===== src/shared/dmd_pkg.sv =====
// Constants and types for the data-move decoder and fault checker
// Operation
// - Direction bit set writes register field
// - Width bit one selects word operation
// - Sign bit extends one immediate byte
// - Low count register, high memory, +1 three-term
// - Protected-only opcode in real mode raises 6
// - Real mode word at FFFF raises 13
// - Real mode keeps privilege field, nested flag zero
// - Real coprocessor operand past limit raises 9
// - Locking instructions assert bus lock always
// - Protected limit/rights fault 13, stack 12
// - Segment load privilege check, absent 11/12
// - Descriptor table accesses assert bus lock
// - Far transfer privilege breach raises 13
// - I/O instruction with low privilege raises 13
// - Flags load guards interrupt flag, privilege field
// - Selector check breach clears zero flag only
// - Coprocessor start fault 13/12, transfer 9
// - Transfer target beyond code limit raises 13; code checks it only with i_far_xfer set, in protected mode
// - Decode register/memory move opcode patterns
// - Decode immediate and accumulator move patterns
// - Segment register load/store, load 17/19 cycles protected
// - Decode stack push opcode patterns
package dmd_pkg;
    localparam logic [7:0] OP_MOV_RM_FROM_REG = 8'h88;
    localparam logic [7:0] OP_MOV_REG_FROM_RM = 8'h8A;
    localparam logic [7:0] OP_MOV_RM_IMM = 8'hC6;
    localparam logic [7:0] OP_MOV_REG_IMM = 8'hB0;
    localparam logic [7:0] OP_MOV_ACC_FROM_MEM = 8'hA0;
    localparam logic [7:0] OP_MOV_MEM_FROM_ACC = 8'hA2;
    localparam logic [7:0] OP_MOV_SEG_LOAD = 8'h8E;
    localparam logic [7:0] OP_MOV_SEG_STORE = 8'h8C;
    localparam logic [7:0] OP_PUSH_MEM = 8'hFF;
    localparam logic [2:0] SUB_PUSH_MEM = 3'h6;
    localparam logic [7:0] OP_PUSH_REG = 8'h50;
    localparam logic [7:0] OP_PUSH_SEG = 8'h06;
    localparam logic [7:0] OP_PUSH_IMM = 8'h68;
    localparam logic [15:0] OFFSET_LAST = 16'hFFFF;
    localparam logic [1:0] SEG_STACK = 2'h2;
    localparam logic [4:0] VEC_UNDEF = 5'h06;
    localparam logic [4:0] VEC_COPRO_OVR = 5'h09;
    localparam logic [4:0] VEC_NOT_PRESENT = 5'h0B;
    localparam logic [4:0] VEC_STACK = 5'h0C;
    localparam logic [4:0] VEC_GEN_PROT = 5'h0D;
    localparam logic [5:0] CYC_REG = 6'h02;
    localparam logic [5:0] CYC_MOV_STORE_MEM = 6'h03;
    localparam logic [5:0] CYC_MOV_LOAD_MEM = 6'h05;
    localparam logic [5:0] CYC_ACC_STORE = 6'h03;
    localparam logic [5:0] CYC_ACC_LOAD = 6'h05;
    localparam logic [5:0] CYC_SEG_LOAD_PROT = 6'h11;
    localparam logic [5:0] CYC_SEG_LOAD_PROT_MEM = 6'h13;
    localparam logic [5:0] CYC_PUSH = 6'h03;
    localparam logic [5:0] CYC_PUSH_MEM = 6'h05;
    localparam logic [5:0] CYC_EXTRA_EA = 6'h01;
    localparam logic [1:0] PRIV_TOP = 2'h0;
    typedef enum logic [3:0] {
        DMD_OP_NONE = 4'h0,
        DMD_OP_MOV_RM = 4'h1,
        DMD_OP_MOV_IMM_RM = 4'h2,
        DMD_OP_MOV_IMM_REG = 4'h3,
        DMD_OP_MOV_ACC = 4'h4,
        DMD_OP_SEG_LOAD = 4'h5,
        DMD_OP_SEG_STORE = 4'h6,
        DMD_OP_PUSH_MEM = 4'h7,
        DMD_OP_PUSH_REG = 4'h8,
        DMD_OP_PUSH_SEG = 4'h9,
        DMD_OP_PUSH_IMM = 4'hA
    } dmd_op_e;
endpackage


===== src/core/dmd_decoder.sv =====
// Data-move decoder: opcode decode, operand shaping, timing and fault reporting
`timescale 1ns/100ps
module dmd_decoder
    import dmd_pkg::*;
(
    input wire logic i_core_clk,
    input wire logic i_rstn,
    input wire logic i_clk_en,
    input wire logic i_insn_valid,
    input wire logic [7:0] i_opcode,
    input wire logic [7:0] i_modrm,
    input wire logic [15:0] i_imm,
    input wire logic i_three_term_ea,
    input wire logic i_prot_mode,
    input wire logic i_prot_only_op,
    input wire logic i_lock_op,
    input wire logic i_desc_access,
    input wire logic [15:0] i_offset,
    input wire logic i_limit_fault,
    input wire logic i_rights_fault,
    input wire logic [1:0] i_seg_sel,
    input wire logic i_copro_op,
    input wire logic i_copro_xfer_fault,
    input wire logic i_priv_fault,
    input wire logic i_seg_absent,
    input wire logic i_far_xfer,
    input wire logic i_far_priv_fault,
    input wire logic i_target_limit_fault,
    input wire logic i_io_op,
    input wire logic i_selector_check,
    input wire logic i_selector_priv_fault,
    input wire logic i_flags_load,
    input wire logic i_flags_if,
    input wire logic [1:0] i_flags_io_privilege_level,
    input wire logic i_flags_nt,
    input wire logic [1:0] i_current_privilege_level,
    output logic o_valid,
    output logic [3:0] o_op,
    output logic o_to_reg,
    output logic o_word,
    output logic [2:0] o_reg_field,
    output logic [15:0] o_operand,
    output logic [5:0] o_cycles,
    output logic o_write_en,
    output logic o_bus_lock,
    output logic o_fault,
    output logic [4:0] o_fault_vector,
    output logic o_result_valid,
    output logic o_zero_flag_clr,
    output logic o_interrupt_enable,
    output logic [1:0] o_io_privilege_level,
    output logic o_nested_task_flag
);
    // Opcode match on fixed bits; care mask picks compared bits
    function automatic logic op_match(input logic [7:0] op, input logic [7:0] pat, input logic [7:0] care);
        op_match = ((op ^ pat) & care) == 8'h00;
    endfunction

    dmd_op_e op_kind;
    logic mem_op;
    logic to_reg;
    logic word_op;
    logic [15:0] operand;
    logic [5:0] cycles;
    logic chk_fault;
    logic [4:0] chk_vector;
    logic take;

    assign take = i_clk_en && i_insn_valid;
    assign mem_op = (op_kind == DMD_OP_MOV_ACC) || (op_kind == DMD_OP_PUSH_MEM) ||
                    ((op_kind inside {DMD_OP_MOV_RM, DMD_OP_MOV_IMM_RM, DMD_OP_SEG_LOAD, DMD_OP_SEG_STORE})
                     && i_modrm[7:6] != 2'h3);

    always_comb begin
        op_kind = DMD_OP_NONE;
        if (op_match(i_opcode, OP_MOV_SEG_LOAD, 8'hFF) || op_match(i_opcode, OP_MOV_SEG_STORE, 8'hFF)) begin
            op_kind = i_opcode[1] ? DMD_OP_SEG_LOAD : DMD_OP_SEG_STORE;
        end else if (op_match(i_opcode, OP_MOV_RM_FROM_REG, 8'hFC)) begin
            op_kind = DMD_OP_MOV_RM;
        end else if (op_match(i_opcode, OP_MOV_RM_IMM, 8'hFE) && i_modrm[5:3] == 3'h0) begin
            op_kind = DMD_OP_MOV_IMM_RM;
        end else if (op_match(i_opcode, OP_MOV_REG_IMM, 8'hF0)) begin
            op_kind = DMD_OP_MOV_IMM_REG;
        end else if (op_match(i_opcode, OP_MOV_ACC_FROM_MEM, 8'hFC)) begin
            op_kind = DMD_OP_MOV_ACC;
        end else if (op_match(i_opcode, OP_PUSH_MEM, 8'hFF) && i_modrm[5:3] == SUB_PUSH_MEM) begin
            op_kind = DMD_OP_PUSH_MEM;
        end else if (op_match(i_opcode, OP_PUSH_REG, 8'hF8)) begin
            op_kind = DMD_OP_PUSH_REG;
        end else if (op_match(i_opcode, OP_PUSH_SEG, 8'hE7)) begin
            op_kind = DMD_OP_PUSH_SEG;
        end else if (op_match(i_opcode, OP_PUSH_IMM, 8'hFD)) begin
            op_kind = DMD_OP_PUSH_IMM;
        end
    end

    // Direction and width; short forms carry w elsewhere or imply fixed meaning
    always_comb begin
        to_reg = 1'b0;
        word_op = i_opcode[0];
        case (op_kind)
            DMD_OP_MOV_RM: to_reg = i_opcode[1];
            DMD_OP_MOV_IMM_REG: begin
                to_reg = 1'b1;
                word_op = i_opcode[3];
            end
            DMD_OP_MOV_ACC: to_reg = ~i_opcode[1];
            DMD_OP_SEG_LOAD: begin
                to_reg = 1'b1;
                word_op = 1'b1;
            end
            DMD_OP_SEG_STORE, DMD_OP_PUSH_MEM, DMD_OP_PUSH_REG, DMD_OP_PUSH_SEG, DMD_OP_PUSH_IMM: word_op = 1'b1;
            default: to_reg = 1'b0;
        endcase
    end

    // Immediate shaping
    always_comb begin
        operand = i_imm;
        if (op_kind == DMD_OP_PUSH_IMM && i_opcode[1]) begin
            operand = {{8{i_imm[7]}}, i_imm[7:0]};
        end else if ((op_kind == DMD_OP_MOV_IMM_RM || op_kind == DMD_OP_MOV_IMM_REG) && !word_op) begin
            operand = {8'h00, i_imm[7:0]};
        end
    end

    // Cycle count: register form low, memory form high, extra clock for 3-term EA
    always_comb begin
        cycles = CYC_REG;
        case (op_kind)
            DMD_OP_MOV_RM: cycles = mem_op ? (to_reg ? CYC_MOV_LOAD_MEM : CYC_MOV_STORE_MEM) : CYC_REG;
            DMD_OP_MOV_IMM_RM, DMD_OP_SEG_STORE: cycles = mem_op ? CYC_MOV_STORE_MEM : CYC_REG;
            DMD_OP_MOV_ACC: cycles = i_opcode[1] ? CYC_ACC_STORE : CYC_ACC_LOAD;
            DMD_OP_SEG_LOAD: begin
                if (i_prot_mode) begin
                    cycles = mem_op ? CYC_SEG_LOAD_PROT_MEM : CYC_SEG_LOAD_PROT;
                end else begin
                    cycles = mem_op ? CYC_MOV_LOAD_MEM : CYC_REG;
                end
            end
            DMD_OP_PUSH_MEM: cycles = CYC_PUSH_MEM;
            DMD_OP_PUSH_REG, DMD_OP_PUSH_SEG, DMD_OP_PUSH_IMM: cycles = CYC_PUSH;
            default: cycles = CYC_REG;
        endcase
        if (mem_op && i_three_term_ea && op_kind != DMD_OP_MOV_ACC) begin
            cycles = 6'(cycles + CYC_EXTRA_EA);
        end
    end

    dmd_fault_check u_check (
        .i_prot_mode(i_prot_mode),
        .i_prot_only_op(i_prot_only_op),
        .i_word_op(word_op),
        .i_mem_op(mem_op || i_copro_op),
        .i_offset(i_offset),
        .i_limit_fault(i_limit_fault),
        .i_rights_fault(i_rights_fault),
        .i_seg_sel(i_seg_sel),
        .i_copro_op(i_copro_op),
        .i_copro_xfer_fault(i_copro_xfer_fault),
        .i_seg_load(op_kind == DMD_OP_SEG_LOAD),
        .i_priv_fault(i_priv_fault),
        .i_seg_absent(i_seg_absent),
        .i_far_xfer(i_far_xfer),
        .i_far_priv_fault(i_far_priv_fault),
        .i_target_limit_fault(i_target_limit_fault),
        .i_io_op(i_io_op),
        .i_current_privilege_level(i_current_privilege_level),
        .i_io_privilege_level(o_io_privilege_level),
        .o_fault(chk_fault),
        .o_vector(chk_vector)
    );

    // Decoded outputs, one cycle after the byte group is taken
    always_ff @(posedge i_core_clk) begin
        if (!i_rstn) begin
            o_valid <= 1'b0;
            o_op <= 4'h0;
            o_to_reg <= 1'b0;
            o_word <= 1'b0;
            o_reg_field <= 3'h0;
            o_operand <= 16'h0000;
            o_cycles <= 6'h00;
        end else if (i_clk_en) begin
            o_valid <= i_insn_valid;
            if (i_insn_valid) begin
                o_op <= op_kind;
                o_to_reg <= to_reg;
                o_word <= word_op;
                o_reg_field <= (op_kind == DMD_OP_MOV_IMM_REG || op_kind == DMD_OP_PUSH_REG) ?
                               i_opcode[2:0] : (op_kind == DMD_OP_PUSH_SEG ? {1'b0, i_opcode[4:3]} : i_modrm[5:3]);
                o_operand <= operand;
                o_cycles <= cycles;
            end
        end
    end

    // Fault pulse and write suppression
    always_ff @(posedge i_core_clk) begin
        if (!i_rstn) begin
            o_fault <= 1'b0;
            o_fault_vector <= 5'h00;
            o_write_en <= 1'b0;
        end else if (i_clk_en) begin
            o_fault <= take && chk_fault;
            if (take && chk_fault) begin
                o_fault_vector <= chk_vector;
            end
            o_write_en <= take && !chk_fault && op_kind != DMD_OP_NONE;
        end
    end

    // Bus lock: locking instructions and descriptor table traffic, prefix not needed
    always_ff @(posedge i_core_clk) begin
        if (!i_rstn) begin
            o_bus_lock <= 1'b0;
        end else if (i_clk_en) begin
            o_bus_lock <= (take && i_lock_op) || (i_prot_mode && i_desc_access);
        end
    end

    // Selector check: privilege breach yields no result and a clear zero flag
    always_ff @(posedge i_core_clk) begin
        if (!i_rstn) begin
            o_result_valid <= 1'b0;
            o_zero_flag_clr <= 1'b0;
        end else if (i_clk_en) begin
            o_result_valid <= take && i_selector_check && !i_selector_priv_fault;
            o_zero_flag_clr <= take && i_selector_check && i_selector_priv_fault;
        end
    end

    // Flag word: real mode pins privilege field and nested flag to zero
    always_ff @(posedge i_core_clk) begin
        if (!i_rstn) begin
            o_interrupt_enable <= 1'b0;
            o_io_privilege_level <= 2'h0;
            o_nested_task_flag <= 1'b0;
        end else if (i_clk_en) begin
            if (!i_prot_mode) begin
                o_io_privilege_level <= 2'h0;
                o_nested_task_flag <= 1'b0;
                if (take && i_flags_load) begin
                    o_interrupt_enable <= i_flags_if;
                end
            end else if (take && i_flags_load) begin
                o_nested_task_flag <= i_flags_nt;
                if (i_current_privilege_level <= o_io_privilege_level) begin
                    o_interrupt_enable <= i_flags_if;
                end
                if (i_current_privilege_level == PRIV_TOP) begin
                    o_io_privilege_level <= i_flags_io_privilege_level;
                end
            end
        end
    end


    // Rule checks beside the logic they guard
    fault_pulse_a: assert property (@(posedge i_core_clk) disable iff (!i_rstn)
        (o_fault && i_clk_en && !take) |=> !o_fault)
        else $error("fault held without new cause");
    no_write_fault_a: assert property (@(posedge i_core_clk) disable iff (!i_rstn)
        !(o_fault && o_write_en)) else $error("write not suppressed on fault");
    real_io_privilege_level_zero_a: assert property (@(posedge i_core_clk) disable iff (!i_rstn)
        (i_clk_en && !i_prot_mode) |=> (o_io_privilege_level == 2'h0 && !o_nested_task_flag))
        else $error("real mode privilege field not zero");
    undef_vec_a: assert property (@(posedge i_core_clk) disable iff (!i_rstn)
        (take && !i_prot_mode && i_prot_only_op) |=> (o_fault && o_fault_vector == 5'h06))
        else $error("undefined opcode vector wrong");
    seg_overrun_a: assert property (@(posedge i_core_clk) disable iff (!i_rstn)
        (take && !i_prot_mode && !i_prot_only_op && !(i_copro_op && i_copro_xfer_fault) && mem_op && word_op
         && i_offset == 16'hFFFF) |=> (o_fault && o_fault_vector == 5'h0D))
        else $error("segment overrun missed");
    io_priv_a: assert property (@(posedge i_core_clk) disable iff (!i_rstn)
        (take && i_prot_mode && i_io_op && i_current_privilege_level > o_io_privilege_level)
        |=> (o_fault && o_fault_vector == 5'h0D)) else $error("I/O privilege fault missed");
    lock_op_a: assert property (@(posedge i_core_clk) disable iff (!i_rstn)
        (take && i_lock_op) |=> o_bus_lock) else $error("bus lock not asserted");
    sign_ext_a: assert property (@(posedge i_core_clk) disable iff (!i_rstn)
        (take && op_kind == DMD_OP_PUSH_IMM && i_opcode[1]) |=> (o_operand[15:8] == {8{o_operand[7]}}))
        else $error("immediate byte not sign extended");
    seg_load_cyc_a: assert property (@(posedge i_core_clk) disable iff (!i_rstn)
        (take && i_prot_mode && op_kind == DMD_OP_SEG_LOAD && i_modrm[7:6] == 2'h3)
        |=> (o_cycles == 6'h11)) else $error("segment load cycle count wrong");
    direction_a: assert property (@(posedge i_core_clk) disable iff (!i_rstn)
        (take && op_kind == DMD_OP_MOV_RM) |=> (o_to_reg == $past(i_opcode[1])))
        else $error("direction bit not honoured");
    width_a: assert property (@(posedge i_core_clk) disable iff (!i_rstn)
        (take && op_kind == DMD_OP_MOV_RM) |=> (o_word == $past(i_opcode[0])))
        else $error("width bit not honoured");
    three_term_a: assert property (@(posedge i_core_clk) disable iff (!i_rstn)
        (take && op_kind == DMD_OP_MOV_RM && mem_op && !i_opcode[1] && i_three_term_ea) |=> (o_cycles == 6'h04))
        else $error("three-term offset clock missing");
    desc_lock_a: assert property (@(posedge i_core_clk) disable iff (!i_rstn)
        (i_clk_en && i_prot_mode && i_desc_access) |=> o_bus_lock)
        else $error("descriptor access not locked");
    if_guard_a: assert property (@(posedge i_core_clk) disable iff (!i_rstn)
        (take && i_prot_mode && i_flags_load && i_current_privilege_level > o_io_privilege_level)
        |=> $stable(o_interrupt_enable)) else $error("interrupt flag changed without privilege");
    io_privilege_level_guard_a: assert property (@(posedge i_core_clk) disable iff (!i_rstn)
        (take && i_prot_mode && i_flags_load && i_current_privilege_level != PRIV_TOP)
        |=> $stable(o_io_privilege_level)) else $error("privilege field changed outside level 0");
    sel_breach_a: assert property (@(posedge i_core_clk) disable iff (!i_rstn)
        (take && i_selector_check && i_selector_priv_fault) |=> (o_zero_flag_clr && !o_result_valid))
        else $error("selector breach not reported");
endmodule


===== src/core/dmd_fault_check.sv =====
// Combinational exception checks for the data-move decoder
`timescale 1ns/100ps
module dmd_fault_check
    import dmd_pkg::*;
(
    input wire logic i_prot_mode,
    input wire logic i_prot_only_op,
    input wire logic i_word_op,
    input wire logic i_mem_op,
    input wire logic [15:0] i_offset,
    input wire logic i_limit_fault,
    input wire logic i_rights_fault,
    input wire logic [1:0] i_seg_sel,
    input wire logic i_copro_op,
    input wire logic i_copro_xfer_fault,
    input wire logic i_seg_load,
    input wire logic i_priv_fault,
    input wire logic i_seg_absent,
    input wire logic i_far_xfer,
    input wire logic i_far_priv_fault,
    input wire logic i_target_limit_fault,
    input wire logic i_io_op,
    input wire logic [1:0] i_current_privilege_level,
    input wire logic [1:0] i_io_privilege_level,
    output logic o_fault,
    output logic [4:0] o_vector
);
    logic stack_seg;
    assign stack_seg = (i_seg_sel == SEG_STACK);

    // Priority mirrors the order checks resolve in the pipe: opcode first
    always_comb begin
        o_fault = 1'b1;
        o_vector = VEC_GEN_PROT;
        if (!i_prot_mode && i_prot_only_op) begin
            o_vector = VEC_UNDEF;
        end else if (!i_prot_mode && i_copro_op && i_copro_xfer_fault) begin
            o_vector = VEC_COPRO_OVR;
        end else if (!i_prot_mode && i_mem_op && i_word_op && i_offset == OFFSET_LAST) begin
            o_vector = VEC_GEN_PROT;
        end else if (!i_prot_mode) begin
            o_fault = 1'b0;
        end else if (i_io_op && (i_current_privilege_level > i_io_privilege_level)) begin
            o_vector = VEC_GEN_PROT;
        end else if (i_far_xfer && (i_far_priv_fault || i_target_limit_fault)) begin
            o_vector = VEC_GEN_PROT;
        end else if (i_seg_load && i_priv_fault) begin
            o_vector = VEC_GEN_PROT;
        end else if (i_seg_load && i_seg_absent) begin
            o_vector = stack_seg ? VEC_STACK : VEC_NOT_PRESENT;
        end else if (i_mem_op && i_limit_fault && stack_seg) begin
            o_vector = VEC_STACK;
        end else if (i_mem_op && (i_limit_fault || i_rights_fault)) begin
            o_vector = VEC_GEN_PROT;
        end else if (i_copro_op && i_copro_xfer_fault) begin
            o_vector = VEC_COPRO_OVR;
        end else begin
            o_fault = 1'b0;
        end
    end
endmodule


===== config.mk =====
export PLATFORM = sky130hd
export DESIGN_NAME = dmd_decoder
export DESIGN_NICKNAME = d
export VERILOG_FILES = /design/src/shared/dmd_pkg.sv /design/src/core/dmd_decoder.sv /design/src/core/dmd_fault_check.sv
export SDC_FILE = /design/constraint.sdc
export NUM_CORES = 1
export LEC_CHECK = 0
export BUFFER_PORTS_ARGS = -buffer_cell sky130_fd_sc_hd__buf_2
export CORE_MARGIN = 3
export CORE_UTILIZATION = 42
export DETAILED_ROUTE_END_ITERATION = 10
export PLACE_DENSITY = 0.77
export SLEW_MARGIN = 10
export SYNTH_ARGS = -nofsm -noshare
export SYNTH_HDL_FRONTEND = slang
export SYNTH_SLANG_ARGS = --single-unit
export TNS_END_PERCENT = 100

===== constraint.sdc =====
create_clock -name i_core_clk -period 3.6 [get_ports i_core_clk]
set_input_delay 0.72 -clock i_core_clk [delete_from_list [all_inputs] [get_ports i_core_clk]]
set_output_delay 0.72 -clock i_core_clk [all_outputs]
set_load 0.02 [all_outputs]

==> results.yml, run 1 <==
grt:
  grt_antenna_before_repair: 0
  grt_max_degree: 31
  track_usage_pct: 20.7
  grt_pass1_vias: 2691
  gr-total-overflow: 0
  grt_pass1_wl_mm: 12.2
worst_setup_path:
  crit_path_end_kind: "flip-flop"
  path_max_fanout: 3
  worstReg2RegStart: "o_io_privilege_level[1]"
  cpLargestDelayFamily: "simple AND/OR/NAND/NOR gates"
  worstPathCellList: "buf_2 > or3b_4 > or3_4 > and3_4 > and3_4 > o31ai_4 > inv_1 > ha_1 > o211a_1 > o31a_1 > inv_1 > ha_1 > a221oi_2 > a311o_1"
  worstPathArrival_ns: 3.48
  critPathSlowestCell: "or3b_4"
  critical_path_buf_inv_count: 3
  reg2reg_setup_slack_ns: 1.38
  critPathRequiredTime_ns: 3.78
  critPathLaunchType: "input port"
  reg2regPathDepth: 9
  crit_type: "in2reg"
  r2r_end: "o_fault_vector[3]"
  critPathMaxStageDelay_ns: 0.39
finish:
  mostFrequentLayoutCell: "buf_2"
  nets: 532
  nFillCells: 530
  mostFrequentLayoutCells: "buf_2, nand2_1, dfxtp_1"
  drive_gt1_share_pct: 35.8
  final_cells: 522
  largest_reg_flops: 16
  top_regs: "o_operand x16, o_cycles x5"
  syn_to_final_growth_pct: 33.9
  largest-register: "o_operand"
  diodes: 0
route:
  drt_wl_total_mm: 7.32
  drtIter0Drc: 97
  firstDrtPassIters: 5
  via_per_inst: 5.40
  antenna_left: 0
  drc: 0
  vias: 2820
  wire_per_inst_um: 14.0
worst_hold_path:
  hp-start: "o_operand[3]"
  worstHoldPathType: "reg2reg"
  holdPathStages: 2
  hold_path_end: "o_operand[3]"
synthesis:
  synth_area_leader_cell: "dfxtp_1"
  synth_cell_type_count: 59
  yosys_warnings: 0
  synth_edf_count: 0
  yosys.area.top_type_share_pct: 35.1
  async_reset_ff_share_pct: 0
  synth_top_flop_cell: "dfxtp_1"
  synth_cells: 321
  yosysSeqAreaShare_pct: 35.1
  synth.avg_cell_area_um2: 7.82
  synth_seq_cells: 44
  synth.cell_area_um2: 2510
  ys_top_cells_by_area: "dfxtp_1, nand2_1, a21oi_1"
sta:
  slew_violations: 0
  max_freq_ghz: 0.302
  post-route-period-util_pct: 91.8
  max_slew_margin_pct: 56.1
  skew_ns: 0.00377
  worst_pin_slew_ns: 0.658
  hold_ws_ns: 0.455
  hold_viol: 0
  rsz0062_at_grt: "false"
  setup_viol: 0
  post-route-min-period_ns: 3.31
placed_design:
  place.detailed.hpwl_mm: 5.81
  routabilityCongestion: 0.922
  place_inst: 514
  io_buffer_count: 118
die:
  fp-row-count: 27
  dieArea_um2: 6940
  initial_utilization_pct: 44.5
  fp.dieH_um: 83.3
  pin_count: 124
  coreArea_um2: 5640
  die_w_um: 83.3
cts:
  clock_latency_ns: 0.28
  htreeDepth: 2
  cts_post_setup_buffers_inserted: 0
  clockBufferDepth: 2
  cts_inserted_buffers: 5
  clkTransAtPathRegs_ns: 0.08
  cts_resized: 0
  root_buffer: "clkbuf_8"
  cts_tree: "built"
  hold_buffers: 0
  clock-sinks: 44
status:
  status: "complete, no violations"
pwr:
  power_density_nw_per_um2: 321
  p_leak_nw: 1.58
  ir_worst_vdd_v: 0.000312
job:
  maxCapViolCount: 0
-- worst max path at each step --
stage             endpoint  cells after the start        start  slack (ns)
2_1_floorplan  o_cycles[2]                     13  i_opcode[4]        0.17
3_3_place_gp   o_cycles[2]                     12  i_opcode[4]        0.04
4_1_cts        o_cycles[2]                     14  i_opcode[4]        0.30
5_1_grt        o_cycles[2]                     15  i_opcode[2]        0.11
3_5_place_dp   o_cycles[2]                     14  i_opcode[4]       -0.01
6_report       o_cycles[2]                     14  i_opcode[4]        0.29
-- metrics by stage --
step	worst slack, ns	setup TNS (ns)	cell area (µm²)	util [%]	power [W]
finish	0.294	0	3360	59.6	0.00108
global route	0.109	0	3360	59.6	0.00114
CTS	0.301	0	3360	59.6	0.00109
detailed placement	-0.0116	-0.0116	3270	57.9	0.000772
global placement	0.0353	0	3270	57.9	0.000766
floorplan	0.166	0	2510	-	0.000668
-- power breakdown --
part | switching [W] | total [W] | internal [W]
Clock | 0.000161 | 0.000317 | 0.000156
Sequential | 0.0000110 | 0.000520 | 0.000509
Combinational | 0.000141 | 0.000242 | 0.000100
Total | 0.000313 | 0.00108 | 0.000766
-- worst reg2reg max path, cell delays in order, from the launching register on --
cell and delay, ns:
dfxtp_1 0.35, inv_1 0.05, ha_1 0.27, nor2b_1 0.15
o211ai_1 0.33, a41oi_1 0.19, nor3_1 0.17, o311a_1 0.26
nor3_4 0.08, a311oi_1 0.28
-- area by class of cell --
| class | instances | area, µm² | area share [%] |
|---|---|---|---|
| Clock buffer | 7 | 86.3 | 2.57 |
| Clock inverter | 1 | 7.51 | 0.223 |
| Inverter | 6 | 22.5 | 0.670 |
| Multi-Input combinational cell | 252 | 1520 | 45.2 |
| Sequential cell | 44 | 881 | 26.2 |
| Tap cell | 72 | 90.1 | 2.68 |
| Timing Repair Buffer | 140 | 756 | 22.5 |
-- Yosys cell counts (all sizes together), types with 4 or more instances --
cell    number
nand3       13
buf          7
nand2       53
mux2i        6
nor3         6
clkbuf      13
a211oi       4
inv          5
and3         7
nor2        21
nand2b       8
nand4        8
and2         6
a21oi       26
dfxtp       44
a31oi        4
ha           5
a21boi       4
o21ai       22
nor2b        6
o211ai       6
-- kinds of logic after synthesis --
group,Yosys count,share of synthesized area [%]
muxes,6,2.39
AOI/OAI and AO/OA,93,24.6
DFF,44,35.1
xor gates and xnor gates,1,0.349
adders and majority gates,5,2.49
buffers and inverters,26,4.59
and+or+nand+nor,145,30.3
other,1,0.149
-- routing by layer --
layer / global-route usage [%] / wire [µm] / vias to the layer above
li1: - / - / 1420
met5: 0 / 0 / -
met2: 35.7 / 3530 / 97
met4: 3.27 / 19 / 0
met3: 6.94 / 579 / 4
met1: 25.4 / 3190 / 1299
No activity file was read; power rests on OpenSTA's default activity.
==> run 2, diff against run 1 <==
clock period = 2.65 ns   (was 3.6 ns; I/O delays follow)
==> results.yml, run 2 (synthesis gave the netlist of run 1 again) <==
status:
  violations: "negative setup slack"
  status: "finished, violations left"
worst_setup_path:
  crit_path_end_kind: "flip-flop"
  critPathRequiredTime_ns: 2.82
  critPathLaunchType: "input port"
  worstPathArrival_ns: 3.17
  crit_type: "in2reg"
  path_max_fanout: 4
finish:
  seq_area_um2: 881
  mostFrequentLayoutCell: "buf_2"
  multi_input_area_um2: 1580
  diodes: 0
  top_regs: "o_operand x16, o_cycles x5"
  nFillCells: 503
  syn_to_final_growth_pct: 44.5
  utilization_pct: 64.3
  drive_gt1_share_pct: 40.9
  mostFrequentLayoutCells: "buf_2, nand2_1, buf_4"
  largest_reg_flops: 16
  largest-register: "o_operand"
  nets: 556
pwr:
  ir_worst_vdd_v: 0.000299
  p_switching_w: 0.000419
  power.share.clock_pct: 27.8
  pwr-share-seq_pct: 47.6
  internal_power_w: 0.00107
  swShare_pct: 28.2
  power_density_nw_per_um2: 410
  p_leak_nw: 1.74
  combPwrFrac_pct: 24.6
  finalPower_w: 0.00149
route:
  firstDrtPassIters: 7
  via_per_inst: 5.40
  drt_wl_total_mm: 7.63
  wire_per_inst_um: 14.0
  drc: 0
  vias: 2949
  drtIter0Drc: 145
  antenna_left: 0
worst_hold_path:
  worstHoldPathType: "reg2reg"
job:
  maxCapViolCount: 0
sta:
  setup_viol: 7
  slew_violations: 0
  post-route-min-period_ns: 3.00
  worst_slack_ns: -0.348
  post-route-period-util_pct: 113
  worst_pin_slew_ns: 0.539
  max_freq_ghz: 0.334
  rsz0062_at_grt: "true"
  skew_ns: 0.00345
  hold_viol: 0
  max_slew_margin_pct: 63.9
die:
  fp-row-count: 27
  coreArea_um2: 5640
  initial_utilization_pct: 44.5
  die_w_um: 83.3
  pin_count: 124
  dieArea_um2: 6940
  fp.dieH_um: 83.3
grt:
  grt_antenna_before_repair: 0
  track_usage_pct: 20.6
  grt_max_degree: 30
  grt_pass1_wl_mm: 12.3
  gr-total-overflow: 0
  grt_pass1_vias: 2781
placed_design:
  place.detailed.hpwl_mm: 5.96
  routabilityCongestion: 0.932
  io_buffer_count: 118
cts:
  clock-sinks: 44
  root_buffer: "clkbuf_8"
  clock_latency_ns: 0.28
  htreeDepth: 2
  cts_tree: "built"
  clkTransAtPathRegs_ns: 0.08
  clockBufferDepth: 2
  cts_inserted_buffers: 5
run 2: area by class of cell:
class                   instances  area share, %
clock buffers                   8           2.48
inverters                       6          0.621
multi-input cells             252           43.6
flip-flops and latches         44           24.3
well taps                      72           2.48
repair buffers                164           26.5
run 2: critical path, stage by stage:
cell and delay (ns):
buf_6 0.09, or3b_4 0.38, or3_4 0.40, and3_4 0.20, and3_4 0.18, o31ai_4 0.20, ha_1 0.27, o211ai_1 0.17
nand3_1 0.13, ha_2 0.21, and3_1 0.14, a311o_1 0.26
run 2: final timing paths:
check	startpoint	endpoint	slack, ns	depth (start not counted)
max	i_opcode[4]	o_cycles[2]	-0.35	12
min	o_operand[4]	o_operand[4]	0.45	2
max reg2reg	o_io_privilege_level[1]	o_fault_vector[3]	0.30	10
min reg2reg	o_operand[4]	o_operand[4]	0.45	2
run 2: timing repair:
action	4_1_cts	5_1_grt
setup buffers	2	4
endpoints found under the setup margin	8	9
hold buffers	0	0
gates resized for setup	5	5
pin swaps	9	10
hold endpoints to repair	0	0
run 2: per-layer routing:
metal / up-vias / wire length, µm / track usage [%]
met5: - / 0 / 0
met4: 0 / 64 / 3.86
met3: 8 / 590 / 5.26
met2: 116 / 3650 / 35.6
met1: 1359 / 3330 / 26.0
li1: 1466 / - / -
run 2: through the flow:
stage | hold slack [ns] | std cells | area [µm²] | setup slack, ns | setup TNS [ns]
3_5_place_dp | 0.443 | 535 | 3450 | -0.666 | -4.08
5_1_grt | 0.478 | 546 | 3630 | -0.430 | -1.78
4_1_cts | 0.454 | 544 | 3580 | -0.331 | -0.916
2_1_floorplan | 0.535 | 322 | 2530 | -0.490 | -1.26
6_report | 0.454 | 546 | 3630 | -0.348 | -1.07
3_3_place_gp | 0.439 | 535 | 3450 | -0.612 | -3.71
run 2: power groups by stage:
| stage | logic (W) | registers, W | clock network (W) |
|---|---|---|---|
| after floorplan | 0.000148 | 0.000761 | 0 |
| after global placement | 0.000344 | 0.000721 | 0 |
| after detailed placement | 0.000351 | 0.000722 | 0 |
| after CTS | 0.000359 | 0.000707 | 0.000432 |
| after global routing | 0.000399 | 0.000711 | 0.000460 |
| final | 0.000366 | 0.000707 | 0.000414 |
